<file path="config.mk">
export PLATFORM = sky130hd
export DESIGN_NAME = encoder_counter_init_control
export DESIGN_NICKNAME = d
export VERILOG_FILES = /design/src/common/encoder_pkg.sv /design/src/common/encoder_link_if.sv /design/src/hdl/encoder_counter_init_control.sv /design/src/hdl/encoder_input_decoder.sv
export VERILOG_INCLUDE_DIRS = /design/src /design/src/common
export SDC_FILE = /design/constraint.sdc
export NUM_CORES = 1
export LEC_CHECK = 0
export BUFFER_PORTS_ARGS = -buffer_cell sky130_fd_sc_hd__buf_4
export CAP_MARGIN = 20
export CORE_ASPECT_RATIO = 0.9
export CORE_MARGIN = 4
export CORE_UTILIZATION = 50
export CTS_CLUSTER_SIZE = 25
export DETAILED_ROUTE_END_ITERATION = 12
export GPL_TIMING_DRIVEN = 0
export PLACE_DENSITY = 0.76
export RECOVER_POWER = 100
export SLEW_MARGIN = 20
export SYNTH_ARGS = -nofsm -noshare
export SYNTH_HDL_FRONTEND = slang
export SYNTH_SLANG_ARGS = --single-unit
</file>
<file path="constraint.sdc">
create_clock -name mclk -period 7.7 [get_ports mclk]
set_clock_uncertainty 0.05 [all_clocks]
set_input_delay 0.77 -clock mclk [delete_from_list [all_inputs] [get_ports mclk]]
set_output_delay 0.77 -clock mclk [all_outputs]
set_load 0.02 [all_outputs]
</file>
<file path="src/common/encoder_cfg.svh">
// Register map, control field positions, reset values.
// Included by the counter core; holds definitions only.
`ifndef ENCODER_CFG_SVH
`define ENCODER_CFG_SVH

// Register word indexes, taken from address bits 4:2
`define CTRL_ADDR 3'h0
`define POS_ADDR 3'h1
`define INIT_ADDR 3'h2
`define GEC_ADDR 3'h3
`define STATUS_ADDR 3'h4

// Control register fields
`define EN_BIT 15
`define SIDL_BIT 13
`define MODE_HI 12
`define MODE_LO 10
`define IMB_BIT 9
`define IMA_BIT 8
`define CTRL_WMASK 16'hBF00
`define CTRL_RESET 16'h0000

// Reset values of the data registers
`define POS_RESET 32'h0000_0000
`define INIT_RESET 32'h0000_0000
`define GEC_RESET 32'hFFFF_FFFF

`endif

</file>
<file path="src/common/encoder_pkg.sv">
// Types used by the encoder counter core; its input decoder uses none of them.
// Assumes nothing beyond a SystemVerilog compiler.
package encoder_pkg;

  typedef enum logic [2:0] {
    INIT_NONE = 3'h0,
    INIT_EVERY_INDEX = 3'h1,
    INIT_NEXT_INDEX = 3'h2,
    INIT_FIRST_AFTER_HOME = 3'h3,
    INIT_SECOND_AFTER_HOME = 3'h4,
    INIT_GE_RESET = 3'h5,
    INIT_MODULO = 3'h6,
    INIT_RESERVED = 3'h7
  } init_mode_t;

  // Gray coded along wait_home -> wait_index -> wait_second -> done
  typedef enum logic [1:0] {
    ARM_WAIT_HOME = 2'h0,
    ARM_WAIT_INDEX = 2'h1,
    ARM_WAIT_SECOND = 2'h3,
    ARM_DONE = 2'h2
  } arm_state_t;

endpackage

</file>
<file path="src/common/encoder_link_if.sv">
// Bundle between the counter core and the encoder input decoder.
// Pins and match levels flow in, one-cycle event pulses flow out.
`timescale 1ns/10ps
interface encoder_link_if;
  logic phase_a;
  logic phase_b;
  logic index_in;
  logic home_in;
  logic match_a;
  logic match_b;
  logic count_up;
  logic count_down;
  logic index_event;
  logic home_event;

  modport core (
    output phase_a, phase_b, index_in, home_in, match_a, match_b,
    input count_up, count_down, index_event, home_event
  );

  modport decoder (
    input phase_a, phase_b, index_in, home_in, match_a, match_b,
    output count_up, count_down, index_event, home_event
  );
endinterface

</file>
<file path="src/hdl/encoder_counter_init_control.sv">
// Quadrature encoder position counter with initialisation control,
// reached over an Avalon-MM slave with waitrequest.
// Assumes encoder pins synchronous to mclk and a 25 MHz clock.
//
// Function
// - Enable bit set runs the position counter and its helpers.
// - Enable bit clear halts counters; registers stay readable and writable.
// - Control bits 14 and 7..0 read zero and ignore writes.
// - Stop-in-idle bit 13 set suspends operation while the cpu idles.
// - Stop-in-idle clear keeps operating while the cpu idles.
// - Mode field bits 12..10 picks init behaviour; 111 is reserved.
// - Mode 110 counts modulo the compare register.
// - Mode 101 clears position when it equals the compare register.
// - Mode 100 loads init value on second index after home.
// - Mode 011 loads init value on first index after home.
// - Mode 010 loads init value on the next index only.
// - Mode 001 clears position on every index event.
// - Mode 000 ignores index events for the position.
// - Phase B match bit gives phase B level needed for index.
// - Phase A match bit 8 gives phase A level needed for index.
//
// Local design decisions: the placing of the registers and the Avalon-MM interface to the registers.
`timescale 1ns/10ps
`include "encoder_cfg.svh"
module encoder_counter_init_control
  import encoder_pkg::*;
#(
  parameter int POS_WIDTH = 32,
  parameter int ADDR_WIDTH = 5
) (
  input wire logic mclk,
  input wire logic rst,
  input wire logic clk_en,
  input wire logic cpu_idle,
  input wire logic phase_a_input,
  input wire logic phase_b_input,
  input wire logic index_input,
  input wire logic home_input,
  input wire logic [ADDR_WIDTH-1:0] address,
  input wire logic read,
  input wire logic write,
  input wire logic [31:0] writedata,
  input wire logic [3:0] byteenable,
  output logic [31:0] readdata,
  output logic waitrequest,
  output logic [POS_WIDTH-1:0] position,
  output logic counting
);

  encoder_link_if link ();

  logic [15:0] encoder_control;
  logic [POS_WIDTH-1:0] init_value_reg;
  logic [POS_WIDTH-1:0] ge_compare_reg;
  logic [15:0] next_control;
  logic ack;
  logic wr_take;
  logic [2:0] word_sel;
  logic in_range;
  logic running;
  logic load_init;
  logic last_up;
  init_mode_t mode;
  arm_state_t arm_state;
  arm_state_t next_arm_state;
  logic [31:0] read_mux;
  logic [31:0] merged_ctrl;
  logic wr_ctrl;
  logic wr_pos;
  logic wr_init;
  logic wr_gec;

  // ----------------------------------------------------------------
  // Helpers
  // ----------------------------------------------------------------
  function automatic logic [31:0] merge_bytes(
    input logic [31:0] old,
    input logic [31:0] wdata,
    input logic [3:0] be
  );
    logic [31:0] res;
    res = old;
    for (int i = 0; i < 4; i++) begin
      if (be[i]) begin
        res[i*8 +: 8] = wdata[i*8 +: 8];
      end
    end
    return res;
  endfunction

  function automatic logic [31:0] widen(input logic [POS_WIDTH-1:0] v);
    logic [31:0] res;
    res = 32'h0000_0000;
    res[POS_WIDTH-1:0] = v;
    return res;
  endfunction

  // A taken write that lands on one register word
  function automatic logic word_write(
    input logic take,
    input logic hit,
    input logic [2:0] sel,
    input logic [2:0] target
  );
    return take & hit & (sel == target);
  endfunction

  // Modes whose load waits for a home event first
  function automatic logic needs_home(input init_mode_t m);
    return (m == INIT_FIRST_AFTER_HOME) || (m == INIT_SECOND_AFTER_HOME);
  endfunction

  // ----------------------------------------------------------------
  // Input decoder
  // ----------------------------------------------------------------
  assign link.phase_a = phase_a_input;
  assign link.phase_b = phase_b_input;
  assign link.index_in = index_input;
  assign link.home_in = home_input;
  assign link.match_a = encoder_control[`IMA_BIT];
  assign link.match_b = encoder_control[`IMB_BIT];

  encoder_input_decoder u_decoder (
    .mclk(mclk),
    .rst(rst),
    .clk_en(clk_en),
    .link(link)
  );

  // ----------------------------------------------------------------
  // Bus slave
  // ----------------------------------------------------------------
  assign word_sel = address[4:2];
  assign in_range = ((address >> 5) == '0);
  assign waitrequest = (read | write) & ~ack;
  assign wr_take = write & ack & clk_en;
  assign wr_ctrl = word_write(wr_take, in_range, word_sel, `CTRL_ADDR);
  assign wr_pos = word_write(wr_take, in_range, word_sel, `POS_ADDR);
  assign wr_init = word_write(wr_take, in_range, word_sel, `INIT_ADDR);
  assign wr_gec = word_write(wr_take, in_range, word_sel, `GEC_ADDR);

  always_ff @(posedge mclk or posedge rst) begin
    if (rst) begin
      ack <= 1'b0;
    end else if (clk_en) begin
      ack <= (read | write) & ~ack;
    end
  end

  always_comb begin
    read_mux = 32'h0000_0000;
    if (in_range) begin
      unique case (word_sel)
        `CTRL_ADDR: read_mux = {16'h0000, encoder_control};
        `POS_ADDR: read_mux = widen(position);
        `INIT_ADDR: read_mux = widen(init_value_reg);
        `GEC_ADDR: read_mux = widen(ge_compare_reg);
        `STATUS_ADDR: read_mux = {28'h0000000, last_up, running,
          arm_state};
        default: read_mux = 32'h0000_0000;
      endcase
    end
  end

  always_ff @(posedge mclk or posedge rst) begin
    if (rst) begin
      readdata <= 32'h0000_0000;
    end else if (clk_en && read && !ack) begin
      readdata <= read_mux;
    end
  end

  // ----------------------------------------------------------------
  // Control and data registers
  // ----------------------------------------------------------------
  assign merged_ctrl = merge_bytes({16'h0000, encoder_control}, writedata,
    byteenable);
  assign next_control = merged_ctrl[15:0] & `CTRL_WMASK;

  always_ff @(posedge mclk or posedge rst) begin
    if (rst) begin
      encoder_control <= `CTRL_RESET;
    end else if (wr_ctrl) begin
      encoder_control <= next_control;
    end
  end

  always_ff @(posedge mclk or posedge rst) begin
    if (rst) begin
      init_value_reg <= POS_WIDTH'(`INIT_RESET);
      ge_compare_reg <= POS_WIDTH'(`GEC_RESET);
    end else begin
      if (wr_init) begin
        init_value_reg <= POS_WIDTH'(merge_bytes(widen(init_value_reg),
          writedata, byteenable));
      end
      if (wr_gec) begin
        ge_compare_reg <= POS_WIDTH'(merge_bytes(widen(ge_compare_reg),
          writedata, byteenable));
      end
    end
  end

  assign mode = init_mode_t'(encoder_control[`MODE_HI:`MODE_LO]);
  assign running = encoder_control[`EN_BIT]
    & ~(encoder_control[`SIDL_BIT] & cpu_idle);
  assign counting = running;

  // ----------------------------------------------------------------
  // Index arming sequence
  // ----------------------------------------------------------------
  always_comb begin
    next_arm_state = arm_state;
    load_init = 1'b0;
    unique case (arm_state)
      ARM_WAIT_HOME: begin
        if (link.home_event && needs_home(mode)) begin
          next_arm_state = ARM_WAIT_INDEX;
        end
      end
      ARM_WAIT_INDEX: begin
        if (link.index_event) begin
          if (mode == INIT_SECOND_AFTER_HOME) begin
            next_arm_state = ARM_WAIT_SECOND;
          end else if (mode == INIT_FIRST_AFTER_HOME ||
              mode == INIT_NEXT_INDEX) begin
            load_init = 1'b1;
            next_arm_state = ARM_DONE;
          end
        end
      end
      ARM_WAIT_SECOND: begin
        if (link.index_event && mode == INIT_SECOND_AFTER_HOME) begin
          load_init = 1'b1;
          next_arm_state = ARM_DONE;
        end
      end
      ARM_DONE: begin
        next_arm_state = ARM_DONE;
      end
    endcase
  end

  // A control write restarts arming so a new mode inherits no old state
  always_ff @(posedge mclk or posedge rst) begin
    if (rst) begin
      arm_state <= ARM_WAIT_HOME;
    end else if (wr_ctrl) begin
      if (next_control[`MODE_HI:`MODE_LO] == INIT_NEXT_INDEX) begin
        arm_state <= ARM_WAIT_INDEX;
      end else begin
        arm_state <= ARM_WAIT_HOME;
      end
    end else if (clk_en && running) begin
      arm_state <= next_arm_state;
    end
  end

  // ----------------------------------------------------------------
  // Position counter
  // ----------------------------------------------------------------
  // Software write wins over any hardware update in the same cycle
  always_ff @(posedge mclk or posedge rst) begin
    if (rst) begin
      position <= POS_WIDTH'(`POS_RESET);
    end else if (wr_pos) begin
      position <= POS_WIDTH'(merge_bytes(widen(position), writedata,
        byteenable));
    end else if (clk_en && running) begin
      if (load_init) begin
        position <= init_value_reg;
      end else if (mode == INIT_EVERY_INDEX && link.index_event) begin
        position <= '0;
      end else if (mode == INIT_GE_RESET && position == ge_compare_reg) begin
        position <= '0;
      end else if (link.count_up) begin
        if (mode == INIT_MODULO && position == ge_compare_reg) begin
          position <= '0;
        end else begin
          position <= position + 1'b1;
        end
      end else if (link.count_down) begin
        if (mode == INIT_MODULO && position == '0) begin
          position <= ge_compare_reg;
        end else begin
          position <= position - 1'b1;
        end
      end
    end
  end

  always_ff @(posedge mclk or posedge rst) begin
    if (rst) begin
      last_up <= 1'b0;
    end else if (clk_en && running) begin
      if (link.count_up) begin
        last_up <= 1'b1;
      end else if (link.count_down) begin
        last_up <= 1'b0;
      end
    end
  end

endmodule // encoder_counter_init_control

</file>
<file path="src/hdl/encoder_input_decoder.sv">
// Quadrature step decoder with index and home event detection.
// Pins are synchronous to mclk; events are registered one-cycle pulses.
`timescale 1ns/10ps
module encoder_input_decoder (
  input wire logic mclk,
  input wire logic rst,
  input wire logic clk_en,
  encoder_link_if.decoder link
);

  logic prev_a;
  logic prev_b;
  logic prev_match;
  logic prev_home;
  logic index_match;
  logic step;
  logic dir_up;

  // ----------------------------------------------------------------
  // Index qualification and step direction
  // ----------------------------------------------------------------
  assign index_match = link.index_in & (link.phase_a == link.match_a)
    & (link.phase_b == link.match_b);
  assign step = (link.phase_a ^ prev_a) ^ (link.phase_b ^ prev_b);
  assign dir_up = link.phase_a ^ prev_b;

  // ----------------------------------------------------------------
  // History
  // ----------------------------------------------------------------
  always_ff @(posedge mclk or posedge rst) begin
    if (rst) begin
      prev_a <= 1'b0;
      prev_b <= 1'b0;
      prev_match <= 1'b0;
      prev_home <= 1'b0;
    end else if (clk_en) begin
      prev_a <= link.phase_a;
      prev_b <= link.phase_b;
      prev_match <= index_match;
      prev_home <= link.home_in;
    end
  end

  // ----------------------------------------------------------------
  // Event pulses
  // ----------------------------------------------------------------
  always_ff @(posedge mclk or posedge rst) begin
    if (rst) begin
      link.count_up <= 1'b0;
      link.count_down <= 1'b0;
      link.index_event <= 1'b0;
      link.home_event <= 1'b0;
    end else if (clk_en) begin
      link.count_up <= step & dir_up;
      link.count_down <= step & ~dir_up;
      link.index_event <= index_match & ~prev_match;
      link.home_event <= link.home_in & ~prev_home;
    end
  end

endmodule // encoder_input_decoder

</file>
# Yosys cells after proc, flatten, opt, wreduce, memory -nomap -nowiden
# Index checks and enable logic that the tools add are counted.
[word_totals]
reg_bits = 147
latch_bits = 0
ram_bits = 0
romBits = 0
input_bits = 51
output_inout_bits = 66
word_cells = 143
memories = 0
[op_classes]
add_sub_neg = 2
multipliers = 0
div_mod_pow = 0
n_lt_le_gt_ge = 0
eq_ne = 25
n_shift = 0
mux = 31
bitwise = 25
reduce_logical = 34
[ops]
columns = ["operator", "n"]
rows = [
  ["two-way mux 32 bit", 9],
  ["case mux 32 bit (5 select lines)", 1],
  ["adder 32 x 1 -> 32 bit, second input constant", 1],
  ["== test 32 bit", 1],
  ["zero test 32 bit", 1],
  ["two-way mux 8 bit", 4],
  ["subtractor 32 x 1 -> 32 bit, second input constant", 1],
  ["AND reduction 2 bit", 10],
  ["AND 1 bit", 15],
  ["== test 3 x 2 -> 1 bit, second input constant", 5],
  ["two-way mux 2 bit", 7],
  ["== test 3 bit, second input constant", 4],
  ["AND reduction 3 bit", 4],
  ["logical AND 1 bit", 9],
  ["!= test 2 bit, second input constant", 4],
  ["case mux 2 bit (4 select lines)", 1],
  ["two-way mux 1 bit", 7],
  ["== test 3 x 1 -> 1 bit, second input constant", 2],
  ["!= test 3 bit, second input constant", 2],
  ["nonzero test 2 bit", 3],
  ["nonzero test 6 bit", 1],
  ["two-way mux 5 bit", 1],
  ["inverter 1 bit", 5],
  ["AND reduction 5 bit", 1],
  ["other kinds (12)", 18],
]

# Depth between registers and ports, before layout
[depth]
ltp_word = 10
ltp_mapped = 12
depth_no_buf = 9

# Hierarchy
# Synthesis repeated with hierarchy kept, for this count alone.
[unflattened]
hier_cells = 972
area_unflattened_um2 = 9392.8
[by_module_without_submodules]
columns = ["module", "instances", "cells_each", "area_each_um2", "seq_area_each_um2"]
rows = [
  ["encoder_counter_init_control", 1, 942, 9041.2, 3518.4],
  ["encoder_input_decoder", 1, 30, 351.6, 200.2],
]

# Worst setup path after synthesis
# Ideal clock, no wire load.
[synth_path]
path_kind = "register -> register"
from = "reg position[25]"
to = "reg position[13]"
setup_time_ps = 94
arrival_ps = 3011
required_ps = 7556
setup_slack_ps = 4545
stages_incl_launch_ff = 10
n_path_buf = 2
period_less_slack_ps = 3155
path_cell_list = "dfrtp_1 -> buf_6 -> or4_4 -> or4b_1 -> or4_4 -> buf_6 -> and3_1 -> o32ai_1 -> a22oi_1 -> a221oi_2"
[synth_between]
elab_chain_len = 10
word_cells_on_any_way = 16
cone_classes = "1 x eq/ne; 9 x mux; 6 x reduce/logical"
[synth_rtl]
columns = ["element", "line_no", "source"]
rows = [
  ["from (decl)", "encoder_counter_init_control.sv:46", "output logic [POS_WIDTH-1:0] position,"],
  ["from (signal assigned)", "encoder_counter_init_control.sv:265", "position <= POS_WIDTH'(`POS_RESET);"],
  ["from (signal assigned)", "encoder_counter_init_control.sv:267", "position <= POS_WIDTH'(merge_bytes(widen(position), writedata,"],
  ["from (signal assigned)", "encoder_counter_init_control.sv:271", "position <= init_value_reg;"],
  ["zero test 32 bit", "encoder_counter_init_control.sv:283", "if (mode == INIT_MODULO && position == '0) begin"],
  ["logical AND 1 bit", "encoder_counter_init_control.sv:283", ""],
  ["two-way mux 32 bit", "encoder_counter_init_control.sv:283", ""],
  ["two-way mux 32 bit", "encoder_counter_init_control.sv:282", "end else if (link.count_down) begin"],
  ["two-way mux 32 bit", "encoder_counter_init_control.sv:276", "end else if (link.count_up) begin"],
  ["two-way mux 32 bit", "encoder_counter_init_control.sv:274", "end else if (mode == INIT_GE_RESET && position == ge_compare_reg) begin"],
  ["two-way mux 32 bit", "encoder_counter_init_control.sv:272", "end else if (mode == INIT_EVERY_INDEX && link.index_event) begin"],
  ["two-way mux 32 bit", "encoder_counter_init_control.sv:270", "if (load_init) begin"],
  ["two-way mux 32 bit", "encoder_counter_init_control.sv:269", "end else if (clk_en && running) begin"],
  ["two-way mux 32 bit", "encoder_counter_init_control.sv:266", "end else if (wr_pos) begin"],
]
# Several ways; a longest one is shown, not always the timed one. The select of a mux whose other input is x is not followed.
# A chain may end at the register's enable or synchronous reset.

# Final worst setup path
[layout_path]
from = "reg position[5]"
to = "reg position[19]"
[layout_between]
elab_chain_len = 10
word_cells_on_any_way = 18
cone_classes = "2 x add/sub; 1 x eq/ne; 9 x mux; 6 x reduce/logical"
[layout_rtl]
columns = ["element"]
rows = [
  ["parallel branches: the longest is 10 deep, another holds subtractor 32 x 1 -> 32 bit"],
]
# Several ways; the timed one is not identified. The select of a mux whose other input is x is not followed.

==> results_dict.tcl <==
set metrics [dict create \
    timing.rr.start "position[5]$_DFFE_PP0P_" \
    criticalPathCategory "reg2reg" \
    switching_share_pct 41.14 \
    layout.area.seq_mm2 0.003719 \
    hold_start "u_decoder.prev_match$_DFFE_PP0P_" \
    htreeDepth 4 \
    netSwitchingPower_mw 1.356 \
    cts_buffers 17 \
    violations "max-capacitance violations, max-slew violations" \
    cp_max_fo 10 \
    grt_pass1_wl_mm 53.92 \
    total_power_mw 3.296 \
    die_area_mm2 0.02104 \
    yosysTopAreaCellShare_pct 30.65 \
    hold_viol 0 \
    grt-ovfl-total 0 \
    multi_input_area_mm2 0.005270 \
    post_synth.cell_area_avg_um2 9.196 \
    relSlewSlack_pct -78.21 \
    coreArea_mm2 0.01841 \
    die_h_um 138 \
    drt_wl_total_mm 35.47 \
    synth_area_mm2 0.009389 \
    power_density_mw_per_mm2 301.9 \
    ys.flop_type "dfrtp_1" \
    p_leak_nw 4.621 \
    synth.most_common_cell "dfrtp_1" \
    min_path_type "reg2reg" \
    drv_slew 60 \
    die_x_um 152.4 \
    ios 117 \
    path_clk_slew_ns 0.07 \
    max_freq_mhz 240.0 \
    drtIter0Drc 1189 \
    grt_pass1_vias 8735 \
    worst_pin_slew_ns 2.659 \
    synth_edf_count 0 \
    io_buffers 112 \
    status "complete, but fails checks" \
    grt_setup_unrepaired "false" \
    grt_max_degree 89 \
    antenna_left 0 \
    crit_arrival_ns 4.42 \
    nets 1207 \
    p_int_mw 1.940 \
    antenna_found_initial 0 \
    row_count 47 \
    netlist_top_cells_count "115 x dfrtp_1, 103 x nand2_1, 101 x mux2_2" \
    vias 9084 \
    cp-startpoint "position[5]$_DFFE_PP0P_" \
    area_growth_pct 16.30 \
    num-fill-cells 1722 \
    worst-endpoint-required_ns 7.95 \
    cts_tree "yes" \
    ys_seq_area_share_pct 39.61 \
    drv_cap 1 \
    dp_hpwl_mm 26.24 \
    routabilityCongestion 1.029 \
    setup_violations 0 \
    synthCells 1021 \
    power_frac_seq_pct 34.5 \
    p_comb_share_pct 38.7 \
    postCtsSetupBuffers 0 \
    cts.sinks 147 \
    grt.total_usage_pct 33.30 \
    synth_nets 1074 \
    cts_root_buf "clkbuf_16" \
    drive_gt1_share_pct 19.97 \
    synth_cell_types 63 \
    yosysWarnings 0 \
    routed_via_density 6.433 \
    ff2ff_setup_slack_ns 3.53 \
    cts_hold_buf 0 \
    peakVddDrop_v 0.0002130 \
    cts_resized 0 \
    cts_buffer_depth 2 \
    worstSetupStartpointType "flip-flop" \
    start_util_pct 51.01 \
    clk_latency_ns 0.44 \
    timing.final.crit_share_pct 54.12 \
    synthTopCellsByArea "dfrtp_1 31%, mux2_2 12%, dfstp_2 9.0%" \
    fin_util_pct 59.32 \
    synth_area_leader_cell "dfrtp_1" \
    route.detailed.drc 0 \
    drt_first_pass_iters 7 \
    endpoint_kind "flip-flop" \
    ys_ff_latch 147 \
    async_flop_share_pct 100.0 \
    clkPwrFrac_pct 26.8 \
    wire_per_inst_um 25.12 \
    tns_ns 0 \
    diodes 0 \
    min_period_ns 4.167 \
]
## metrics by stage
| step | hold slack (ns) | cells | instance area (um2) | worst slack (ns) |
|---|---|---|---|---|
| after floorplan | 0.3727 | 1021 | 9389 | 2.982 |
| after global placement | 0.3885 | 1378 | 10540 | 1.277 |
| after detailed placement | 0.4075 | 1380 | 10600 | 3.663 |
| after CTS | 0.3136 | 1412 | 11200 | 3.838 |
| after global routing | 0.4255 | 1412 | 10920 | 3.424 |
| final | 0.4047 | 1412 | 10920 | 3.533 |
## layout by cell type, fill, tap and decap left out, types with 6 or more instances in the layout
cell type	instances
a211oi_1	9
a21o_1	10
a21oi_1	49
a221o_1	6
a22o_1	8
a22oi_1	25
a31oi_1	7
and3_1	9
buf_1	8
buf_4	42
clkbuf_1	138
clkbuf_16	17
dfrtp_1	115
dfstp_2	32
inv_1	23
mux2_2	100
mux4_2	7
nand2_1	103
nand3_1	29
nand4_1	19
nor2_1	78
nor2b_1	10
nor3_1	31
nor4_1	20
o21ai_0	60
o22ai_1	10
o31ai_1	20
or3_1	8
xnor2_1	38
xor2_1	43
## critical path: stages, from the launching register on
cell,delay (ns)
dfrtp_1,0.42
clkbuf_1,0.24
nor3_1,0.79
nand4_1,0.40
or4_1,0.56
clkbuf_1,0.36
clkbuf_1,0.43
nor2_1,0.21
a211oi_1,0.07
o21ai_0,0.34
a31oi_1,0.15
## logic make-up after synthesis
| kind of cell | after synthesis | share of synthesized area (%) |
|---|---|---|
| flip-flops | 147 | 39.61 |
| buffers and inverters | 104 | 4.358 |
| AND/OR/NAND/NOR | 336 | 17.28 |
| adder cells (fa/ha/maj) | 2 | 0.2665 |
| multiplexers | 111 | 14.11 |
| AO/OA/AOI/OAI | 240 | 16.82 |
| XOR/XNOR | 81 | 7.556 |
## power by group through the flow
stage	clock (mW)	combinational (mW)	sequential, mW
after detailed placement	0	1.31	1.14
after floorplan	0	0.769	1.19
after global placement	0	1.30	1.14
after global routing	0.922	1.37	1.15
after CTS	0.883	1.32	1.13
final	0.883	1.28	1.14
## per-layer routing
layer / up-vias / global-route usage (%) / share of wire, %
li1: 3994 / - / -
met2: 581 / 47.47 / 42
met5: - / 0 / 0
met1: 4426 / 48.30 / 43
met4: 0 / 11.06 / 3.3
met3: 83 / 10.59 / 12
## worst paths after layout
path / end / cells past startpoint
worst max register to register: position[19]$_DFFE_PP0P_ / 10
worst min register to register: u_decoder.link.index_event$_DFFE_PP0P_ / 1
worst min-delay path: u_decoder.link.index_event$_DFFE_PP0P_ / 1
max in group asynchronous: ge_compare_reg[20]$_DFFE_PP1P_ / 3
worst max-delay path: position[19]$_DFFE_PP0P_ / 10
min in group asynchronous: u_decoder.link.index_event$_DFFE_PP0P_ / 2
## final cells by class
type | count | area share, %
plain buffers | 80 | 2.853
clock inverters | 14 | 1.604
multi-input cells | 770 | 48.26
well taps | 245 | 2.807
flip-flops and latches | 147 | 34.06
inverters | 24 | 0.8365
clock buffers | 18 | 3.930
repair buffers | 114 | 5.649
(Power assumes the default switching activity.)
